--- src/verilog/tcs_pkg.sv ---
// package for the temperature conversion sequencer
// assumes a 20 MHz pclk and an apb master with 32-bit data
package tcs_pkg;
    // ------------------------------------------------------------
    // register byte offsets
    // ------------------------------------------------------------
    localparam logic [7:0] OFS_CONFIG1   = 8'h00;
    localparam logic [7:0] OFS_STATUS    = 8'h04;
    localparam logic [7:0] OFS_IRQ_STAT  = 8'h08;
    localparam logic [7:0] OFS_IRQ_EN    = 8'h0c;
    localparam logic [7:0] OFS_IRQ_CLR   = 8'h10;
    localparam logic [7:0] OFS_TEMP0     = 8'h20; // +4*channel
    localparam logic [7:0] OFS_ALERT0    = 8'h40; // +4*channel
    localparam logic [7:0] OFS_OVERT0    = 8'h60; // +4*channel
    // ------------------------------------------------------------
    // fields
    // ------------------------------------------------------------
    localparam int FAST1_BIT  = 4;
    localparam int HALT_BIT   = 6;
    localparam int NUM_CH     = 7;
    // channel indices: 0..5 remote 1..6, 6 local
    localparam logic [2:0] CH_LOCAL = 3'h6;
    // overtemp capable channels (remote 1,4,5,6 -> idx 0,3,4,5)
    localparam logic [6:0] OVT_CAPABLE = 7'h39;
    // ------------------------------------------------------------
    // reset values
    // ------------------------------------------------------------
    localparam logic [7:0] RST_CONFIG1 = 8'h00;
    localparam logic [7:0] RST_TEMP    = 8'h00;
    localparam logic [7:0] RST_ALERT   = 8'h55;
    localparam logic [7:0] RST_OVERTEMP_OUT_N   = 8'h6e;
    // ------------------------------------------------------------
    // timing
    // ------------------------------------------------------------
    localparam int CLK_HZ          = 20_000_000;
    localparam int TIMEOUT_MS      = 45;
    localparam int TIMEOUT_CYC     = (CLK_HZ / 1000) * TIMEOUT_MS;
    localparam int CONV_CYC        = 64;
    // irq status bits
    localparam int IRQ_DONE  = 0;
    localparam int IRQ_ALERT = 1;
    localparam int IRQ_OVERTEMP_OUT_N = 2;
    localparam int IRQ_TOUT  = 3;
endpackage

--- src/verilog/tcs_order.sv ---
// channel order generator for the conversion sequencer
// assumes the caller advances it only after a conversion completes
`timescale 1ns/100ps
module tcs_order (
    input  wire logic       pclk,
    input  wire logic       presetn,
    input  wire logic       restart,
    input  wire logic       advance,
    input  wire logic       fast1,
    output logic [2:0]      channel
);
    // ------------------------------------------------------------
    // round robin position and interleave phase
    // ------------------------------------------------------------
    logic [2:0] pos_ff;   // index into default order
    logic       one_ff;   // fast mode: next slot is channel 1
    logic [2:0] nxt_pos;

    // default order: remote 1-3, local, remote 4-6
    function automatic logic [2:0] slot_ch(input logic [2:0] p);
        unique case (p)
            3'h0: slot_ch = 3'h0;
            3'h1: slot_ch = 3'h1;
            3'h2: slot_ch = 3'h2;
            3'h3: slot_ch = tcs_pkg::CH_LOCAL;
            3'h4: slot_ch = 3'h3;
            3'h5: slot_ch = 3'h4;
            3'h6: slot_ch = 3'h5;
            default: slot_ch = 3'h0;
        endcase
    endfunction

    // fast mode skips slot 0 since channel 1 runs in between
    always_comb begin
        nxt_pos = (pos_ff == 3'h6) ? (fast1 ? 3'h1 : 3'h0)
                                   : pos_ff + 3'h1;
    end

    always_ff @(posedge pclk or negedge presetn) begin
        if (!presetn) begin
            pos_ff <= 3'h0;
            one_ff <= 1'b0;
        end else if (restart) begin
            pos_ff <= 3'h0;
            one_ff <= 1'b0;
        end else if (advance) begin
            if (fast1 && !one_ff && pos_ff == 3'h0) begin
                pos_ff <= 3'h1;
            end else if (fast1 && !one_ff) begin
                one_ff <= 1'b1;
            end else begin
                one_ff <= 1'b0;
                pos_ff <= nxt_pos;
            end
        end
    end

    // first slot is channel 1 in both modes; then interleave
    assign channel = one_ff ? 3'h0 : slot_ch(pos_ff);
endmodule

--- src/verilog/tcs_top.sv ---
// conversion sequencer and alarm logic, apb register slave
// assumes an adc that answers adc_done with adc_data per start
//
// The register offsets and the APB register port were decided locally.
`timescale 1ns/100ps
module tcs_top #(
    parameter int TIMEOUT_CYCLES = tcs_pkg::TIMEOUT_CYC
) (
    input  wire logic        pclk,
    input  wire logic        presetn,
    input  wire logic        psel,
    input  wire logic        penable,
    input  wire logic        pwrite,
    input  wire logic [7:0]  paddr,
    input  wire logic [31:0] pwdata,
    output logic [31:0]      prdata,
    output logic             pready,
    output logic             pslverr,
    output logic             adc_start,
    output logic [2:0]       adc_channel,
    input  wire logic        adc_done,
    input  wire logic [7:0]  adc_data,
    input  wire logic        bus_scl_low,
    input  wire logic        bus_start_seen,
    output logic             bus_if_reset,
    output logic             overtemp_out_n_o,
    output logic             overtemp_out_n_oe,
    output logic             alert_out_n_o,
    output logic             alert_out_n_oe,
    output logic             irq
);
    // ------------------------------------------------------------
    // storage
    // ------------------------------------------------------------
    logic [7:0]  config1_ff;
    logic [7:0]  temp_ff   [tcs_pkg::NUM_CH];
    logic [7:0]  alert_ff  [tcs_pkg::NUM_CH];
    logic [7:0]  overtemp_out_n_ff  [tcs_pkg::NUM_CH];
    logic [3:0]  irq_stat_ff;
    logic [3:0]  irq_en_ff;
    logic        busy_ff;
    logic        tout_en_ff;
    logic [31:0] tout_cnt_ff;
    logic        halt_q_ff;
    logic [31:0] nxt_prdata;
    logic [3:0]  irq_set;
    logic [6:0]  alert_hit;
    logic [6:0]  overtemp_out_n_hit;
    logic        wr_en;
    logic        rd_en;
    logic        halt;
    logic        fast1;
    logic        restart;
    logic        conv_fin;
    logic [2:0]  seq_ch;
    logic        tout_fire;

    assign halt   = config1_ff[tcs_pkg::HALT_BIT];
    assign fast1  = config1_ff[tcs_pkg::FAST1_BIT];
    assign wr_en  = psel && penable && pwrite;
    assign rd_en  = psel && !penable && !pwrite;
    assign pready = 1'b1;   // zero wait state, also in standby
    assign restart  = halt_q_ff && !halt;
    assign conv_fin = busy_ff && adc_done && !halt;

    // region match for per-channel registers
    function automatic logic in_bank(input logic [7:0] a,
                                     input logic [7:0] base);
        logic [7:0] d;
        d = a - base;
        in_bank = (a >= base) && (d[7:2] < 6'(tcs_pkg::NUM_CH))
                  && (d[1:0] == 2'b00);
    endfunction

    // unmapped or misaligned addresses answer an error
    always_comb begin
        pslverr = 1'b0;
        if (psel && penable) begin
            pslverr = !(paddr == tcs_pkg::OFS_CONFIG1 ||
                        paddr == tcs_pkg::OFS_STATUS  ||
                        paddr == tcs_pkg::OFS_IRQ_STAT ||
                        paddr == tcs_pkg::OFS_IRQ_EN  ||
                        paddr == tcs_pkg::OFS_IRQ_CLR ||
                        in_bank(paddr, tcs_pkg::OFS_TEMP0)  ||
                        in_bank(paddr, tcs_pkg::OFS_ALERT0) ||
                        in_bank(paddr, tcs_pkg::OFS_OVERT0));
        end
    end

    // ------------------------------------------------------------
    // sequencer
    // ------------------------------------------------------------
    tcs_order u_order (
        .pclk    (pclk),
        .presetn (presetn),
        .restart (restart),
        .advance (conv_fin),
        .fast1   (fast1),
        .channel (seq_ch)
    );

    // start a conversion whenever idle, not halted and not in the restart cycle
    always_ff @(posedge pclk or negedge presetn) begin
        if (!presetn) begin
            busy_ff     <= 1'b0;
            adc_start   <= 1'b0;
            adc_channel <= 3'h0;
        end else begin
            adc_start <= 1'b0;
            if (halt) begin
                busy_ff <= 1'b0;
            end else if (!busy_ff && !restart) begin
                busy_ff     <= 1'b1;
                adc_start   <= 1'b1;
                adc_channel <= seq_ch;
            end else if (conv_fin) begin
                busy_ff <= 1'b0;
            end
        end
    end

    always_ff @(posedge pclk or negedge presetn) begin
        if (!presetn) begin
            halt_q_ff <= 1'b0;
        end else begin
            halt_q_ff <= halt;
        end
    end

    // results land only when not halted, so an abort keeps old data
    always_ff @(posedge pclk or negedge presetn) begin
        if (!presetn) begin
            for (int i = 0; i < tcs_pkg::NUM_CH; i++) begin
                temp_ff[i] <= tcs_pkg::RST_TEMP;
            end
        end else if (conv_fin) begin
            temp_ff[adc_channel] <= adc_data;
        end
    end

    // ------------------------------------------------------------
    // thresholds and alarm pins
    // ------------------------------------------------------------
    generate
        for (genvar g = 0; g < tcs_pkg::NUM_CH; g++) begin : g_cmp
            assign alert_hit[g] = temp_ff[g] > alert_ff[g];
            assign overtemp_out_n_hit[g] = tcs_pkg::OVT_CAPABLE[g] &&
                                  (temp_ff[g] > overtemp_out_n_ff[g]);
        end
    endgenerate

    // open drain: only ever drive low
    always_ff @(posedge pclk or negedge presetn) begin
        if (!presetn) begin
            overtemp_out_n_oe <= 1'b0;
            alert_out_n_oe    <= 1'b0;
        end else begin
            overtemp_out_n_oe <= |overtemp_out_n_hit;
            alert_out_n_oe    <= |alert_hit;
        end
    end
    assign overtemp_out_n_o = 1'b0;
    assign alert_out_n_o    = 1'b0;

    // ------------------------------------------------------------
    // bus timeout
    // ------------------------------------------------------------
    assign tout_fire = tout_en_ff && bus_scl_low &&
                       (tout_cnt_ff >= 32'(TIMEOUT_CYCLES));

    always_ff @(posedge pclk or negedge presetn) begin
        if (!presetn) begin
            tout_en_ff <= 1'b1;
        end else if (bus_start_seen) begin
            tout_en_ff <= 1'b1;
        end else if (halt && !halt_q_ff) begin
            tout_en_ff <= 1'b0;
        end
    end

    // count low time; a reset pulse also restarts the count
    always_ff @(posedge pclk or negedge presetn) begin
        if (!presetn) begin
            tout_cnt_ff  <= 32'h0;
            bus_if_reset <= 1'b0;
        end else begin
            bus_if_reset <= tout_fire;
            if (!bus_scl_low || !tout_en_ff || tout_fire) begin
                tout_cnt_ff <= 32'h0;
            end else begin
                tout_cnt_ff <= tout_cnt_ff + 32'h1;
            end
        end
    end

    // ------------------------------------------------------------
    // registers written by software
    // ------------------------------------------------------------
    always_ff @(posedge pclk or negedge presetn) begin
        if (!presetn) begin
            config1_ff <= tcs_pkg::RST_CONFIG1;
            irq_en_ff  <= 4'h0;
        end else if (wr_en && !pslverr) begin
            if (paddr == tcs_pkg::OFS_CONFIG1) begin
                config1_ff <= pwdata[7:0];
            end
            if (paddr == tcs_pkg::OFS_IRQ_EN) begin
                irq_en_ff <= pwdata[3:0];
            end
        end
    end

    // alert on all seven, overtemp stored only where capable
    always_ff @(posedge pclk or negedge presetn) begin
        if (!presetn) begin
            for (int i = 0; i < tcs_pkg::NUM_CH; i++) begin
                alert_ff[i] <= tcs_pkg::RST_ALERT;
                overtemp_out_n_ff[i] <= tcs_pkg::RST_OVERTEMP_OUT_N;
            end
        end else if (wr_en && !pslverr) begin
            for (int i = 0; i < tcs_pkg::NUM_CH; i++) begin
                if (paddr == tcs_pkg::OFS_ALERT0 + 8'(4 * i)) begin
                    alert_ff[i] <= pwdata[7:0];
                end
                if (paddr == tcs_pkg::OFS_OVERT0 + 8'(4 * i) &&
                    tcs_pkg::OVT_CAPABLE[i]) begin
                    overtemp_out_n_ff[i] <= pwdata[7:0];
                end
            end
        end
    end

    // ------------------------------------------------------------
    // interrupt status: set wins over clear
    // ------------------------------------------------------------
    assign irq_set = {tout_fire, |overtemp_out_n_hit, |alert_hit, conv_fin};

    always_ff @(posedge pclk or negedge presetn) begin
        if (!presetn) begin
            irq_stat_ff <= 4'h0;
        end else begin
            irq_stat_ff <= (irq_stat_ff &
                            ~((wr_en && paddr == tcs_pkg::OFS_IRQ_CLR)
                              ? pwdata[3:0] : 4'h0)) | irq_set;
        end
    end

    always_ff @(posedge pclk or negedge presetn) begin
        if (!presetn) begin
            irq <= 1'b0;
        end else begin
            irq <= |(irq_stat_ff & irq_en_ff);
        end
    end

    // ------------------------------------------------------------
    // read data, captured in setup so it stands in access phase
    // ------------------------------------------------------------
    always_comb begin
        nxt_prdata = 32'h0;
        if (paddr == tcs_pkg::OFS_CONFIG1) begin
            nxt_prdata = {24'h0, config1_ff};
        end else if (paddr == tcs_pkg::OFS_STATUS) begin
            nxt_prdata = {9'h0, overtemp_out_n_hit, 1'b0, alert_hit,
                          tout_en_ff, adc_channel,
                          2'h0, halt, busy_ff};
        end else if (paddr == tcs_pkg::OFS_IRQ_STAT) begin
            nxt_prdata = {28'h0, irq_stat_ff};
        end else if (paddr == tcs_pkg::OFS_IRQ_EN) begin
            nxt_prdata = {28'h0, irq_en_ff};
        end
        for (int i = 0; i < tcs_pkg::NUM_CH; i++) begin
            if (paddr == tcs_pkg::OFS_TEMP0 + 8'(4 * i)) begin
                nxt_prdata = {24'h0, temp_ff[i]};
            end
            if (paddr == tcs_pkg::OFS_ALERT0 + 8'(4 * i)) begin
                nxt_prdata = {24'h0, alert_ff[i]};
            end
            if (paddr == tcs_pkg::OFS_OVERT0 + 8'(4 * i)) begin
                nxt_prdata = tcs_pkg::OVT_CAPABLE[i]
                             ? {24'h0, overtemp_out_n_ff[i]} : 32'h0;
            end
        end
    end

    always_ff @(posedge pclk or negedge presetn) begin
        if (!presetn) begin
            prdata <= 32'h0;
        end else if (rd_en) begin
            prdata <= nxt_prdata;
        end
    end
endmodule

--- config.mk ---
export PLATFORM = sky130hd
export DESIGN_NAME = tcs_top
export DESIGN_NICKNAME = d
export VERILOG_FILES = /design/src/verilog/tcs_pkg.sv /design/src/verilog/tcs_order.sv /design/src/verilog/tcs_top.sv
export SDC_FILE = /design/constraint.sdc
export NUM_CORES = 1
export LEC_CHECK = 0
export ABC_AREA = 1
export BUFFER_PORTS_ARGS = -buffer_cell sky130_fd_sc_hd__buf_4
export CAP_MARGIN = 20
export CORE_MARGIN = 3
export CORE_UTILIZATION = 55
export CTS_CLUSTER_DIAMETER = 150
export DETAILED_ROUTE_END_ITERATION = 10
export PLACE_DENSITY = 0.77
export SYNTH_ARGS = -nofsm -noshare
export SYNTH_HDL_FRONTEND = slang
export SYNTH_SLANG_ARGS = --single-unit
export TNS_END_PERCENT = 20
--- constraint.sdc ---
create_clock -name pclk -period 2.01 [get_ports pclk]
set_input_delay 0.1005 -clock pclk [delete_from_list [all_inputs] [get_ports pclk]]
set_output_delay 0.1005 -clock pclk [all_outputs]
set_load 0.02 [all_outputs]
==> reports/qor.yml <==
post-route-period-util_pct: 120
placed_area_um2: 14900
via_count: 12200
fin_ws_ns: -0.400
design.core.area_um2: 22800
fmax_mhz: 415
slew_headroom_pct: 39.6
synth_area_um2: 12900
detail_route.vias_per_cell: 5.48
place.gp.congestion: 0.997
grt_max_degree: 71
hold_path_class: "in -> reg"
regToRegEndpoint: "tout_cnt_ff[19]"
ff2ff_path_depth: 17
rsz0062_at_grt: "yes"
post_drt_wl_per_cell_um: 17.9
cts_buffer_depth: 3
drive_gt1_share_pct: 23.1
outcome: "finished with violations"
end_kind: "register"
syn_to_final_growth_pct: 26.1
ant_nets: 0
io_buffers: 59
synth-edff-count: 0
r2r_slack_ns: -0.40
antenna_found_initial: 0
clock-root-buffer: "clkbuf_16"
skew_ns: 0.0115
dieArea_um2: 25300
clk_pin_slew_ns: 0.06
grt_pass1_wl_um: 61100
synthArstFlopShare_pct: 100
grtUsageTotal_pct: 30.1
cts_buffers: 25
cp_max_fo: 3
cp.arrival_ns: 2.87
p_per_area_nw_per_um2: 629
min_period_ns: 2.41
gr-usage-met2_pct: 50.1
diodes: 0
drcViolationCount: 0
whs_endpoint: "temp_ff[16]"
setup_violations: 15
finalWirelength_um: 39800
ir_drop_uv: 632
hold_viol_final: 0
worst_slew_pin_slew_ns: 0.900
fp.dieH_um: 159
worst_skew_pair.late_latency_ns: 0.53
top_usage_layer: "met2"
final_util_pct: 71.2
crit_type: "reg -> reg"
nNetsFinal: 2040
maxCapViolations: 0
layout_commonest_cell: "nand2_1"
met1_usage_pct: 40.4
min_from: "adc_data[0]"
grt_overflow: 0
critPathRequiredTime_ns: 2.47
startpoint_type: "register"
layout_common_cells: "nand2_1, buf_4, inv_1, dfrtp_1, o21ai_0"
ys_types: 48
synth-seq-cells: 226
setup_tns_ns: -2.56
io-pin-count: 100
syn-instance-count: 1637
synth-seq-area-share_pct: 44.5
initial_core_util_pct: 56.5
die_w_um: 159
cts_tree: "done"
ys_warn_count: 0
htreeDepth: 1
reg2reg_from: "tout_cnt_ff[0]"
cts.sinks: 226
drt_iter0_markers: 1103
fin_total_pwr_mw: 10.2
leakagePower_nw: 8.25
final_area_um2: 16200
min_delay_path_depth: 3
drv_slew: 0
first_pass_iters: 5
hpwlAfterDp_um: 28000
violations: "negative setup slack"
syn_area_per_cell_um2: 7.86
synthFlopType: "dfrtp_1"
gr-usage-met3_pct: 3.63
holdWs_ns: 0.0867
grt_pass1_vias: 11700
num_rows: 55
==> state kept, by name, summed over array words and instances (netlist names) <==
name               count
alert_ff              56
alert_out_n_oe         1
adc_channel            3
irq_en_ff              4
irq_stat_ff            4
u_order.one_ff         1
prdata                19
overtemp_out_n_ff     32
busy_ff                1
config1_ff             8
temp_ff               56
u_order.pos_ff         3
adc_start              1
irq                    1
bus_if_reset           1
overtemp_out_n_oe      1
tout_cnt_ff           32
tout_en_ff             1
halt_q_ff              1
==> stage by stage <==
stage / std cells / setup slack (ns)
global route: 2221 / -0.532
finish: 2221 / -0.400
detailed placement: 2145 / -0.266
floorplan: 1663 / 0.0752
global placement: 2145 / -0.297
CTS: 2205 / -0.106
==> worst max-delay path, stage by stage (launching register included) <==
cell and delay [ns]:
dfrtp_1 0.39, inv_1 0.08, nor2_1 0.10, inv_1 0.08, nor2_2 0.12, nand2_2 0.09
nor3_2 0.17, and2_4 0.19, nand2_2 0.07, nor3_2 0.18, inv_1 0.12, nor2_2 0.15
inv_2 0.08, nor2_4 0.10, inv_2 0.08, nor3_4 0.15, a21oi_1 0.09, nor2_1 0.10
==> metal layers <==
metal,vias to the layer above,wire (µm)
met1,5798,16600
met2,485,18800
met5,-,0
met4,0,1770
li1,5778,-
met3,117,2620
==> timing repair <==
action | 4_1_cts | 5_1_grt
hold endpoints to repair | 171 | 0
gates resized for setup | 15 | 62
setup endpoints to repair | 14 | 35
pin swaps | 3 | 14
buffers inserted | 2 | 16
hold buffers | 12 | 0
==> kinds of logic (layout without fill, tap and decap cells) <==
group           Yosys count  after routing  share of synthesized area (%)
buf+inv                 277            522                           8.73
flops                   226            226                           44.5
compound gates          325            325                           13.5
fa+ha+maj                95             95                           9.24
other cells               2             28                         0.0584
simple gates            710            710                           23.9
xor+xnor                  2              2                          0.136
==> worst max path at each step <==
stage | start | endpoint | slack, ns | depth (start not counted)
after global placement | paddr[1] | prdata[2] | -0.30 | 22
after detailed placement | paddr[6] | alert_ff[39] | -0.27 | 12
after floorplan | tout_cnt_ff[0] | tout_cnt_ff[15] | 0.08 | 15
final | tout_cnt_ff[0] | tout_cnt_ff[19] | -0.40 | 17
after global routing | tout_cnt_ff[0] | tout_cnt_ff[19] | -0.53 | 17
after CTS | tout_cnt_ff[0] | tout_cnt_ff[19] | -0.11 | 17
==> power by group <==
part           switching [mW]  total [mW]  internal, mW
combinational           0.478       0.701         0.223
sequential             0.0352        4.68          4.64
clock                    1.90        4.83          2.93
==> cell type report <==
class | instances | area, µm²
Fill cell | 1771 | 6560
Timing Repair Buffer | 249 | 2040
Tap cell | 313 | 392
Sequential cell | 226 | 5720
Clock buffer | 35 | 693
Multi-Input combinational cell | 1160 | 6350
Clock inverter | 11 | 169
Inverter | 227 | 857
==> cell usage after synthesis, types with 3 or more instances <==
cell	n	area share, %
nand2_1	490	14
inv_1	205	6.0
dfrtp_1	177	34
o21ai_0	129	5.0
ha_1	95	9.2
o21ai_1	81	3.2
a21oi_1	73	2.8
nor2_1	69	2.0
nand3_1	57	2.2
dfstp_2	49	10
nand4_1	23	1.1
inv_2	20	0.58
clkbuf_1	19	0.55
buf_4	16	0.93
nor2_4	14	1.2
buf_2	12	0.47
nor3_1	12	0.47
o211ai_1	11	0.64
nor2_2	10	0.49
o22ai_1	9	0.44
o21a_1	7	0.41
or2_2	6	0.29
nand2_2	5	0.24
nor4_1	5	0.24
nor3_2	4	0.31
a31oi_1	3	0.15
nand3_2	3	0.23
nor3b_1	3	0.18
or2_0	3	0.15
Power figures use the tool's default switching activity.
